[config.mk]
export PLATFORM = sky130hd
export DESIGN_NAME = ormp_core
export DESIGN_NICKNAME = d
export VERILOG_FILES = /design/src/design/ormp_pkg.sv /design/src/design/ormp_core.sv
export VERILOG_INCLUDE_DIRS = /design/src /design/src/design
export SDC_FILE = /design/constraint.sdc
export NUM_CORES = 1
export LEC_CHECK = 0
export BUFFER_PORTS_ARGS = -buffer_cell sky130_fd_sc_hd__buf_2
export CAP_MARGIN = 20
export CORE_MARGIN = 4
export CORE_UTILIZATION = 45
export CTS_BUF_LIST = sky130_fd_sc_hd__clkbuf_8
export CTS_CLUSTER_SIZE = 16
export DETAILED_ROUTE_END_ITERATION = 8
export HOLD_SLACK_MARGIN = 0.06
export PLACE_DENSITY_LB_ADDON = 0.15
export SLEW_MARGIN = 20
export SYNTH_ARGS = -nofsm -noshare
export SYNTH_HDL_FRONTEND = slang
export SYNTH_SLANG_ARGS = --single-unit
[constraint.sdc]
create_clock -name mclk_i -period 3.55 [get_ports mclk_i]
set_clock_uncertainty 0.05 [all_clocks]
set_input_delay 0.355 -clock mclk_i [delete_from_list [all_inputs] [get_ports mclk_i]]
set_output_delay 0.355 -clock mclk_i [all_outputs]
set_load 0.05 [all_outputs]
[src/design/ormp_defines.svh]
// Constants of the OR, copy and pointer-load execute block
`ifndef ORMP_DEFINES_SVH
`define ORMP_DEFINES_SVH

`define ORMP_INSTR_W      16
`define ORMP_DATA_W       8
`define ORMP_ADDR_W       12
`define ORMP_BANK_W       4
`define ORMP_NUM_PTR      3

// Opcode fields and their match values
`define ORMP_OP8_HI       15
`define ORMP_OP8_LO       8
`define ORMP_OP6_LO       10
`define ORMP_OP10_LO      6
`define ORMP_OPC_IOR_LIT  8'h09
`define ORMP_OPC_IOR_FILE 6'h04
`define ORMP_OPC_COPY     6'h14
`define ORMP_OPC_PTR_HI   10'h3b8
`define ORMP_OPC_PTR_LO   8'hf0

// Operand fields
`define ORMP_DEST_BIT     9
`define ORMP_ACC_BIT      8
`define ORMP_LIT_HI       7
`define ORMP_LIT_LO       0
`define ORMP_PSEL_HI      5
`define ORMP_PSEL_LO      4
`define ORMP_KHI_HI       3
`define ORMP_KHI_LO       0
`define ORMP_PTR_HB_HI    11
`define ORMP_PTR_HB_LO    8
`define ORMP_PTR_LB_HI    7
`define ORMP_PTR_LB_LO    0
`define ORMP_SIGN_BIT     7

// Operand addressing
`define ORMP_IDX_LIMIT    8'h5f
`define ORMP_ACC_SPLIT    8'h60
`define ORMP_ACC_LOW_BANK 4'h0
`define ORMP_ACC_SFR_BANK 4'hf
`define ORMP_IDX_PTR      2
`define ORMP_PSEL_MAX     2'h2

// Reset values
`define ORMP_W_RST        8'h00
`define ORMP_PTR_RST      12'h000

`endif

[src/design/ormp_pkg.sv]
// Types of the OR, copy and pointer-load execute block
`include "ormp_defines.svh"

package ormp_pkg;

  typedef enum logic [3:0] {
    PH_Q1 = 4'h1,
    PH_Q2 = 4'h2,
    PH_Q3 = 4'h4,
    PH_Q4 = 4'h8
  } ormp_phase_e;

  typedef enum logic [1:0] {
    SEQ_RUN = 2'h1,
    SEQ_LOW = 2'h2
  } ormp_seq_e;

  typedef enum logic [5:0] {
    OP_NONE     = 6'h01,
    OP_IOR_LIT  = 6'h02,
    OP_IOR_FILE = 6'h04,
    OP_COPY     = 6'h08,
    OP_PTR_HI   = 6'h10,
    OP_PTR_LO   = 6'h20
  } ormp_op_e;

  typedef logic [`ORMP_ADDR_W-1:0] ormp_ptr_t;

  typedef struct packed {
    logic                    rd_en;
    logic                    wr_en;
    logic [`ORMP_ADDR_W-1:0] addr;
    logic [`ORMP_DATA_W-1:0] wdata;
  } ormp_mem_s;

  typedef struct packed {
    ormp_phase_e                     phase;
    ormp_seq_e                       seq;
    ormp_op_e                        op;
    logic                            dest_file;
    logic [1:0]                      psel;
    logic [`ORMP_DATA_W-1:0]         opnd;
    logic [`ORMP_DATA_W-1:0]         w;
    logic                            neg;
    logic                            zero;
    ormp_ptr_t [`ORMP_NUM_PTR-1:0]   ptr;
    ormp_mem_s                       mem;
  } ormp_state_s;

endpackage

[src/design/ormp_core.sv]
// Decode and execute of OR, copy-file and pointer-load instructions
`timescale 1ns/100ps
`default_nettype none
`include "ormp_defines.svh"

module ormp_core
  import ormp_pkg::*;
(
  input  wire logic                          mclk_i,        // Core clock, 4 per instr cycle
  input  wire logic                          rst_b_i,       // Async reset, active low
  input  wire logic [`ORMP_INSTR_W-1:0]      instr_i,       // Instruction word
  input  wire logic                          instr_vld_i,   // Word valid, taken in Q1
  input  wire logic                          ext_set_en_i,  // Extended instruction set on
  input  wire logic [`ORMP_BANK_W-1:0]       bank_select_register_i, // Bank select
  input  wire logic [`ORMP_DATA_W-1:0]       rdata_i,       // File read data during Q2
  output var  ormp_mem_s                     mem_o,         // File register access
  output logic [`ORMP_DATA_W-1:0]            w_o,           // Working register
  output logic                               neg_o,         // Sign flag
  output logic                               zero_o,        // Zero flag
  output ormp_ptr_t [`ORMP_NUM_PTR-1:0]      ptr_o,         // File pointer registers
  output logic [3:0]                         phase_o,       // One-hot quarter phase
  output logic                               second_word_o  // Awaiting pointer low word
);

  ormp_state_s q;
  ormp_state_s d;

  // Operand address resolution for byte-oriented file instructions
  function automatic logic [`ORMP_ADDR_W-1:0] resolve_addr(
    input logic                          acc_bank,
    input logic [`ORMP_DATA_W-1:0]       f,
    input logic                          ext_en,
    input logic [`ORMP_BANK_W-1:0]       bank,
    input ormp_ptr_t                     base
  );
    logic [`ORMP_ADDR_W-1:0] a;
    a = {bank, f};
    if (!acc_bank) begin
      if (ext_en && (f <= `ORMP_IDX_LIMIT)) begin
        // Offset wraps in the 4 KB space, as the pointer itself does
        a = base + {{(`ORMP_ADDR_W-`ORMP_DATA_W){1'b0}}, f};
      end else if (f < `ORMP_ACC_SPLIT) begin
        a = {`ORMP_ACC_LOW_BANK, f};
      end else begin
        a = {`ORMP_ACC_SFR_BANK, f};
      end
    end
    return a;
  endfunction

  function automatic logic sign_of(input logic [`ORMP_DATA_W-1:0] r);
    return r[`ORMP_SIGN_BIT];
  endfunction

  function automatic logic zero_of(input logic [`ORMP_DATA_W-1:0] r);
    return (r == '0);
  endfunction

  logic [`ORMP_DATA_W-1:0] result;

  always_comb begin
    d = q;
    result = '0;
    d.mem.rd_en = 1'b0;
    d.mem.wr_en = 1'b0;
    case (q.phase)
      PH_Q1: begin
        d.phase = PH_Q2;
        d.op = OP_NONE;
        if (instr_vld_i) begin
          if (q.seq == SEQ_LOW) begin
            // Second word carries the low byte; its opcode bits are not checked
            d.op = OP_PTR_LO;
            d.opnd = instr_i[`ORMP_LIT_HI:`ORMP_LIT_LO];
          end else if (instr_i[`ORMP_OP8_HI:`ORMP_OP8_LO] == `ORMP_OPC_IOR_LIT) begin
            d.op = OP_IOR_LIT;
            d.opnd = instr_i[`ORMP_LIT_HI:`ORMP_LIT_LO];
          end else if ((instr_i[`ORMP_OP8_HI:`ORMP_OP6_LO] == `ORMP_OPC_IOR_FILE) ||
                       (instr_i[`ORMP_OP8_HI:`ORMP_OP6_LO] == `ORMP_OPC_COPY)) begin
            d.op = (instr_i[`ORMP_OP8_HI:`ORMP_OP6_LO] == `ORMP_OPC_COPY) ?
                   OP_COPY : OP_IOR_FILE;
            d.dest_file = instr_i[`ORMP_DEST_BIT];
            d.mem.rd_en = 1'b1;
            d.mem.addr = resolve_addr(instr_i[`ORMP_ACC_BIT],
                                      instr_i[`ORMP_LIT_HI:`ORMP_LIT_LO],
                                      ext_set_en_i,
                                      bank_select_register_i,
                                      q.ptr[`ORMP_IDX_PTR]);
          end else if (instr_i[`ORMP_OP8_HI:`ORMP_OP10_LO] == `ORMP_OPC_PTR_HI) begin
            d.op = OP_PTR_HI;
            d.psel = instr_i[`ORMP_PSEL_HI:`ORMP_PSEL_LO];
            d.opnd = {{(`ORMP_DATA_W-4){1'b0}}, instr_i[`ORMP_KHI_HI:`ORMP_KHI_LO]};
          end
        end
      end
      PH_Q2: begin
        d.phase = PH_Q3;
        if (q.mem.rd_en) begin
          d.opnd = rdata_i;
        end
      end
      PH_Q3: begin
        d.phase = PH_Q4;
        case (q.op)
          OP_IOR_LIT: begin
            result = q.w | q.opnd;
            d.w = result;
            d.neg = sign_of(result);
            d.zero = zero_of(result);
          end
          OP_IOR_FILE, OP_COPY: begin
            result = (q.op == OP_COPY) ? q.opnd : (q.w | q.opnd);
            d.neg = sign_of(result);
            d.zero = zero_of(result);
            if (q.dest_file) begin
              d.mem.wr_en = 1'b1;
              d.mem.wdata = result;
            end else begin
              d.w = result;
            end
          end
          OP_PTR_HI: begin
            // A selector of 3 names no pointer; the load still takes a second word
            if (q.psel <= `ORMP_PSEL_MAX) begin
              d.ptr[q.psel][`ORMP_PTR_HB_HI:`ORMP_PTR_HB_LO] =
                q.opnd[`ORMP_KHI_HI:`ORMP_KHI_LO];
            end
            d.seq = SEQ_LOW;
          end
          OP_PTR_LO: begin
            if (q.psel <= `ORMP_PSEL_MAX) begin
              d.ptr[q.psel][`ORMP_PTR_LB_HI:`ORMP_PTR_LB_LO] = q.opnd;
            end
            d.seq = SEQ_RUN;
          end
          default: begin
          end
        endcase
      end
      PH_Q4: begin
        d.phase = PH_Q1;
      end
      default: begin
        d.phase = PH_Q1;
      end
    endcase
  end

  always_ff @(posedge mclk_i or negedge rst_b_i) begin
    if (!rst_b_i) begin
      q <= '{phase: PH_Q1, seq: SEQ_RUN, op: OP_NONE, w: `ORMP_W_RST,
             ptr: {`ORMP_NUM_PTR{`ORMP_PTR_RST}}, default: '0};
    end else begin
      q <= d;
    end
  end

  assign mem_o         = q.mem;
  assign w_o           = q.w;
  assign neg_o         = q.neg;
  assign zero_o        = q.zero;
  assign ptr_o         = q.ptr;
  assign phase_o       = q.phase;
  assign second_word_o = (q.seq == SEQ_LOW);

endmodule
`default_nettype wire

[Word-level counts from Yosys, hierarchy flattened]
Index checks and enable logic that the tools add are counted.
Widths: inputs -> output; s select.
Storage, ports and cells
  bits in registers: 91
  logic and storage cells: 103
  output and inout bits: 73
Operators by class
  $lt $le $gt $ge: 5
  multiplexer cells: 40
  equal/unequal tests: 20
  reduce and logical (&&, ||, !) cells: 17
  bitwise logic cells: 4
  add/sub/neg operators: 1
Operator list (number)
  $bwmux 36: 2
  $mux 36: 2
  $pmux 36 s2: 1
  $demux 12 s2: 2
  $mux 12: 4
  $mux 8: 6
  $mux 10: 2
  $pmux 10 s2: 1
  $mux 6: 3
  $mux 17: 1
  $logic_not 8->1: 2
  $pmux 8 s2: 1
  $add 12x8->12: 1
  $eq 6x3->1 const B: 2
  $eq 6x5->1 const B: 2
  $pmux 4 s3: 1
  $eq 10x10->1 const B: 1
  $ne 2x2->1 const B: 5
  $reduce_and 5->1: 2
  $mux 1: 9
  $eq 8x4->1 const B: 1
  $le 8x7->1 const B: 1
  $lt 8x7->1 const B: 1
  $ne 4x4->1 const B: 2
  24 further kinds: 32

[Longest topological paths before layout]
  depth after elaboration: 7
  mapped depth: 10
  mapped depth without buffers: 9

[Least setup slack after synthesis]
No wires, ideal clock.
  path kind: reg2reg
  start point: register q (netlist bit ptr_o[28])
  end point: register q (netlist bit mem_o[19])
  stages on the path, launching flop included: 8
  slack: 1430 ps
  library setup time: 124 ps
  data arrival time: 1946 ps
  required time: 3376 ps
  cell sequence: dfrtp_1 ha_1 a21o_1 a31o_2 a31oi_1 o21ai_0 mux2i_1 a211o_1
Between the ends
  longest elaborated chain between the ends: 3
RTL lines
  start, declared: line ormp_core.sv:25  | ormp_state_s q;
  start signal, assigned: line ormp_core.sv:151  | q <= '{phase: PH_Q1, seq: SEQ_RUN, op: OP_NONE, w: `ORMP_W_RST,
  $add 12x8->12: line ormp_core.sv:41  | a = base + {{(`ORMP_ADDR_W-`ORMP_DATA_W){1'b0}}, f};
  $mux 12: line ormp_core.sv:39  | if (ext_en && (f <= `ORMP_IDX_LIMIT)) begin
  $mux 12: line ormp_core.sv:38  | if (!acc_bank) begin
No other way between the ends.
A chain may end at the register's enable or synchronous reset.

[Worst setup path after layout]
  start point: register q (netlist bit phase_o[0])
  end point: register q (netlist bit mem_o[18])
Between the ends
  longest elaborated chain between the ends: 2
RTL lines
  $eq 4x1->1: line ormp_core.sv:66  | case (q.phase)
  $reduce_and 5->1 (no line)
No other way between the ends.

==> results.md <==
- I/O pin count: 105
- Antenna Cells: 0
- Grt met1 use: 24.50%
- Critical path's top delay family: simple AND/OR/NAND/NOR gates
- Clk_lat worst skew: 350 ps
- Fraction of registers with async set/reset: 100.0%
- Hold_buf cts: 0
- Initial core utilization: 46.68%
- Total CTS buffers: 9
- Final nets: 537
- Clock power share: 32.1%
- #FFs+latches synth: 91
- Largest net degree at the start of global routing: 69
- Clock-pin slew on the worst setup and hold paths: 90 ps
- Status: finished, final reports clean
- FP Rows: 37
- Synth unique cells: 57
- Core area: 0.01042 sq mm
- Ratio of cells with drive above 1 in the final layout: 31.74%
- P_leak: 2.747 nW
- Worst Tran Pin Value: 857.9 ps
- Drc violations: 0
- Final setup violation count: 0
- GRT Residual Overflow: 0
- Initial antenna violation count: 0
- Worst EP arrival: 2770 ps
- Peak supply drop: 0.2271 mV
- Post-synth EDFFs: 0
- Final min period: 2605 ps
- Synth top area cells: dfrtp_1 (45%), buf_4 (11%), mux2_2 (5.1%)
- Drt initial violations: 160
- Sequential share of power: 50.7%
- Post-CTS sizing: 0
- WL/cell: 17.16 um
- Total power: 2.451 mW
- CTS Sinks: 91
- Yosys warnings: 0
- Gpl congestion: 0.8531
- GRT met2 Usage: 28.70%
- Gr usage total: 17.93%
- Ys flop type: dfrtp_1
- CP max-delay cell: or4b_1
- Pwr dens: 472.0 mW/mm^2
- Die ar.: 0.01253 sq mm
- Gate Count Post-Synth: 464
- Most Used Layer, Global Route: met2
- Synthesized area per cell: 10.48 sq um
- Maxcap violations: 0
- Met3 Use GR: 4.293%
- Antenna viol nets, final: 0
- TritonCTS clock tree: yes
- Bufs on Longest Clock Path: 2
- Post-DP HPWL: 8177 um
- Setup TNS: 0 ps
- Post-synth top area share: 45.29%
- Die width: 111.9 um
- Int Power: 1.647 mW
- RSZ-0062 raised after global routing: false
- Final wirelength: 10930 um
- Setup crit end kind: flop
- CP required: 3720 ps
- First-pass GRT wire length: 18130 um
- Max-slew violation total from the final report: 0
- Crit path cell chain: or4b_1, clkinv_4, nand3_4, or2_1, clkinv_8, mux2i_1, o31ai_1
- Sequential share of the synthesized area: 46.91%
- Mapped Area: 0.004862 sq mm
- Worst hold path type: primary input to asynchronous set/reset pin
- First-pass DRT Iterations: 5
- Final period utilization: 73.38%
- Switching power: 0.8048 mW
- Buf/Inv on CP: 2
- Largest stage delay, worst path: 620 ps
- Die Y: 111.9 um
- Mapped Nets: 505
- Comb pwr share: 17.3%
- DR vias: 3424
- Max Freq: 383.9 MHz
- Critical path type: flop to flop
- Vias in the first global route: 3469
- Synth area leader: dfrtp_1
- H-tree depth: 3
- Crit start category: flop
- Syn-to-layout area delta: 6.819%
- Post-CTS Setup Repair Bufs: 0
- Clk root buf: clkbuf_8
- Final hold vios: 0
- Vias/cell: 5.375
- Port Buffers: 104
- Net Sw Frac: 32.83%
- Relative slew margins: 42.81%
- Worst Path Max Fanout: 17
==> area by class of cell <==
cell class / instances / area, sq um
fillers: 965 / 5223
clock buffers: 9 / 123.9
well taps: 136 / 170.2
inverters: 10 / 55.05
repair buffers: 107 / 545.5
flip-flops and latches: 91 / 2281
clock inverters: 7 / 98.84
multi-input cells: 277 / 1919
==> flip-flops by register name, summed over array words and instances (netlist names) <==
name	count
mem_o	22
ptr_o	36
q	19
neg_o	1
zero_o	1
phase_o	4
w_o	8
==> metrics by stage <==
step,setup WS (ps),utilization (%),hold slack (ps),cells,area [sq um]
2_1_floorplan,1430,-,9.409,464,4862
3_3_place_gp,1009,47.72,409.7,621,4971
3_5_place_dp,938.7,47.72,421.1,621,4971
4_1_cts,925.0,49.86,75.81,637,5194
5_1_grt,754.2,49.86,104.5,637,5194
6_report,945.0,49.86,31.83,637,5194
==> layout by cell type, fill, tap and decap left out, drive strengths merged, types with 8 or more instances in the layout <==
| cell type | instances |
|---|---|
| inv | 10 |
| a31oi | 8 |
| a22oi | 8 |
| mux2 | 39 |
| o21ai | 32 |
| buf | 107 |
| clkbuf | 9 |
| dfrtp | 88 |
| nand2 | 49 |
| ha | 8 |
| nand3 | 11 |
| a21oi | 18 |
| nor2 | 14 |
| a22o | 9 |
| nor4 | 9 |
==> synthesized netlist by cell type, drive strengths merged (2+ instances only) <==
master and count:
xnor2 2, a21oi 18, o21ai 32, inv 8, o31ai 4, a31oi 8
a21o 3, nor4b 4, dfrtp 88, dfstp 3, nand4 3, a31o 2
nand2 49, a22o 9, nor3 6, clkbuf 8, nand2b 3, o311ai 2
xor2 3, nand3 11, a211o 2, nor2 14, buf 78, clkinv 2
nor4 9, o21a 2, and3 4, a22oi 8, o211ai 2, o22ai 3
and2 2, ha 8, mux2i 5, mux2 39, nor2b 7, or4b 2
==> power by group through the flow <==
stage               clock (mW)  combinational (mW)  sequential [mW]
finish                   0.786               0.423             1.24
global route             0.860               0.465             1.26
CTS                      0.811               0.429             1.25
detailed placement           0               0.428             1.27
global placement             0               0.423             1.26
floorplan                    0               0.373             1.18
==> worst paths after layout <==
check	slack, ps	startpoint	cells after the start	end
setup / recovery	950	phase_o[0]$_DFF_PN1_	7	mem_o[18]$_DFFE_PN0P_
hold / removal	30	rst_b_i	1	mem_o[1]$_DFFE_PN0P_
setup reg to reg	950	phase_o[0]$_DFF_PN1_	7	mem_o[18]$_DFFE_PN0P_
hold reg to reg	440	mem_o[4]$_DFFE_PN0P_	2	mem_o[4]$_DFFE_PN0P_
max in group asynchronous	2670	rst_b_i	2	ptr_o[12]$_DFFE_PN0P_
min in group mclk_i	170	instr_i[14]	2	q[81]$_DFFE_PN0P_
==> per-layer routing <==
| layer | vias to the layer above | routed length, um |
|---|---|---|
| li1 | 1648 | - |
| met4 | 0 | 100 |
| met3 | 6 | 603 |
| met2 | 104 | 5167 |
| met1 | 1666 | 5058 |
| met5 | - | 0 |
==> cell families after synthesis <==
logic type | Yosys count | share of synthesized area [%]
buf+inv | 96 | 13.61
mux | 44 | 10.06
simple gates | 121 | 13.30
xor+xnor | 5 | 0.9008
fa+ha+maj | 9 | 2.471
flops | 91 | 46.91
compound gates | 98 | 12.74
(Power assumes the default switching activity.)
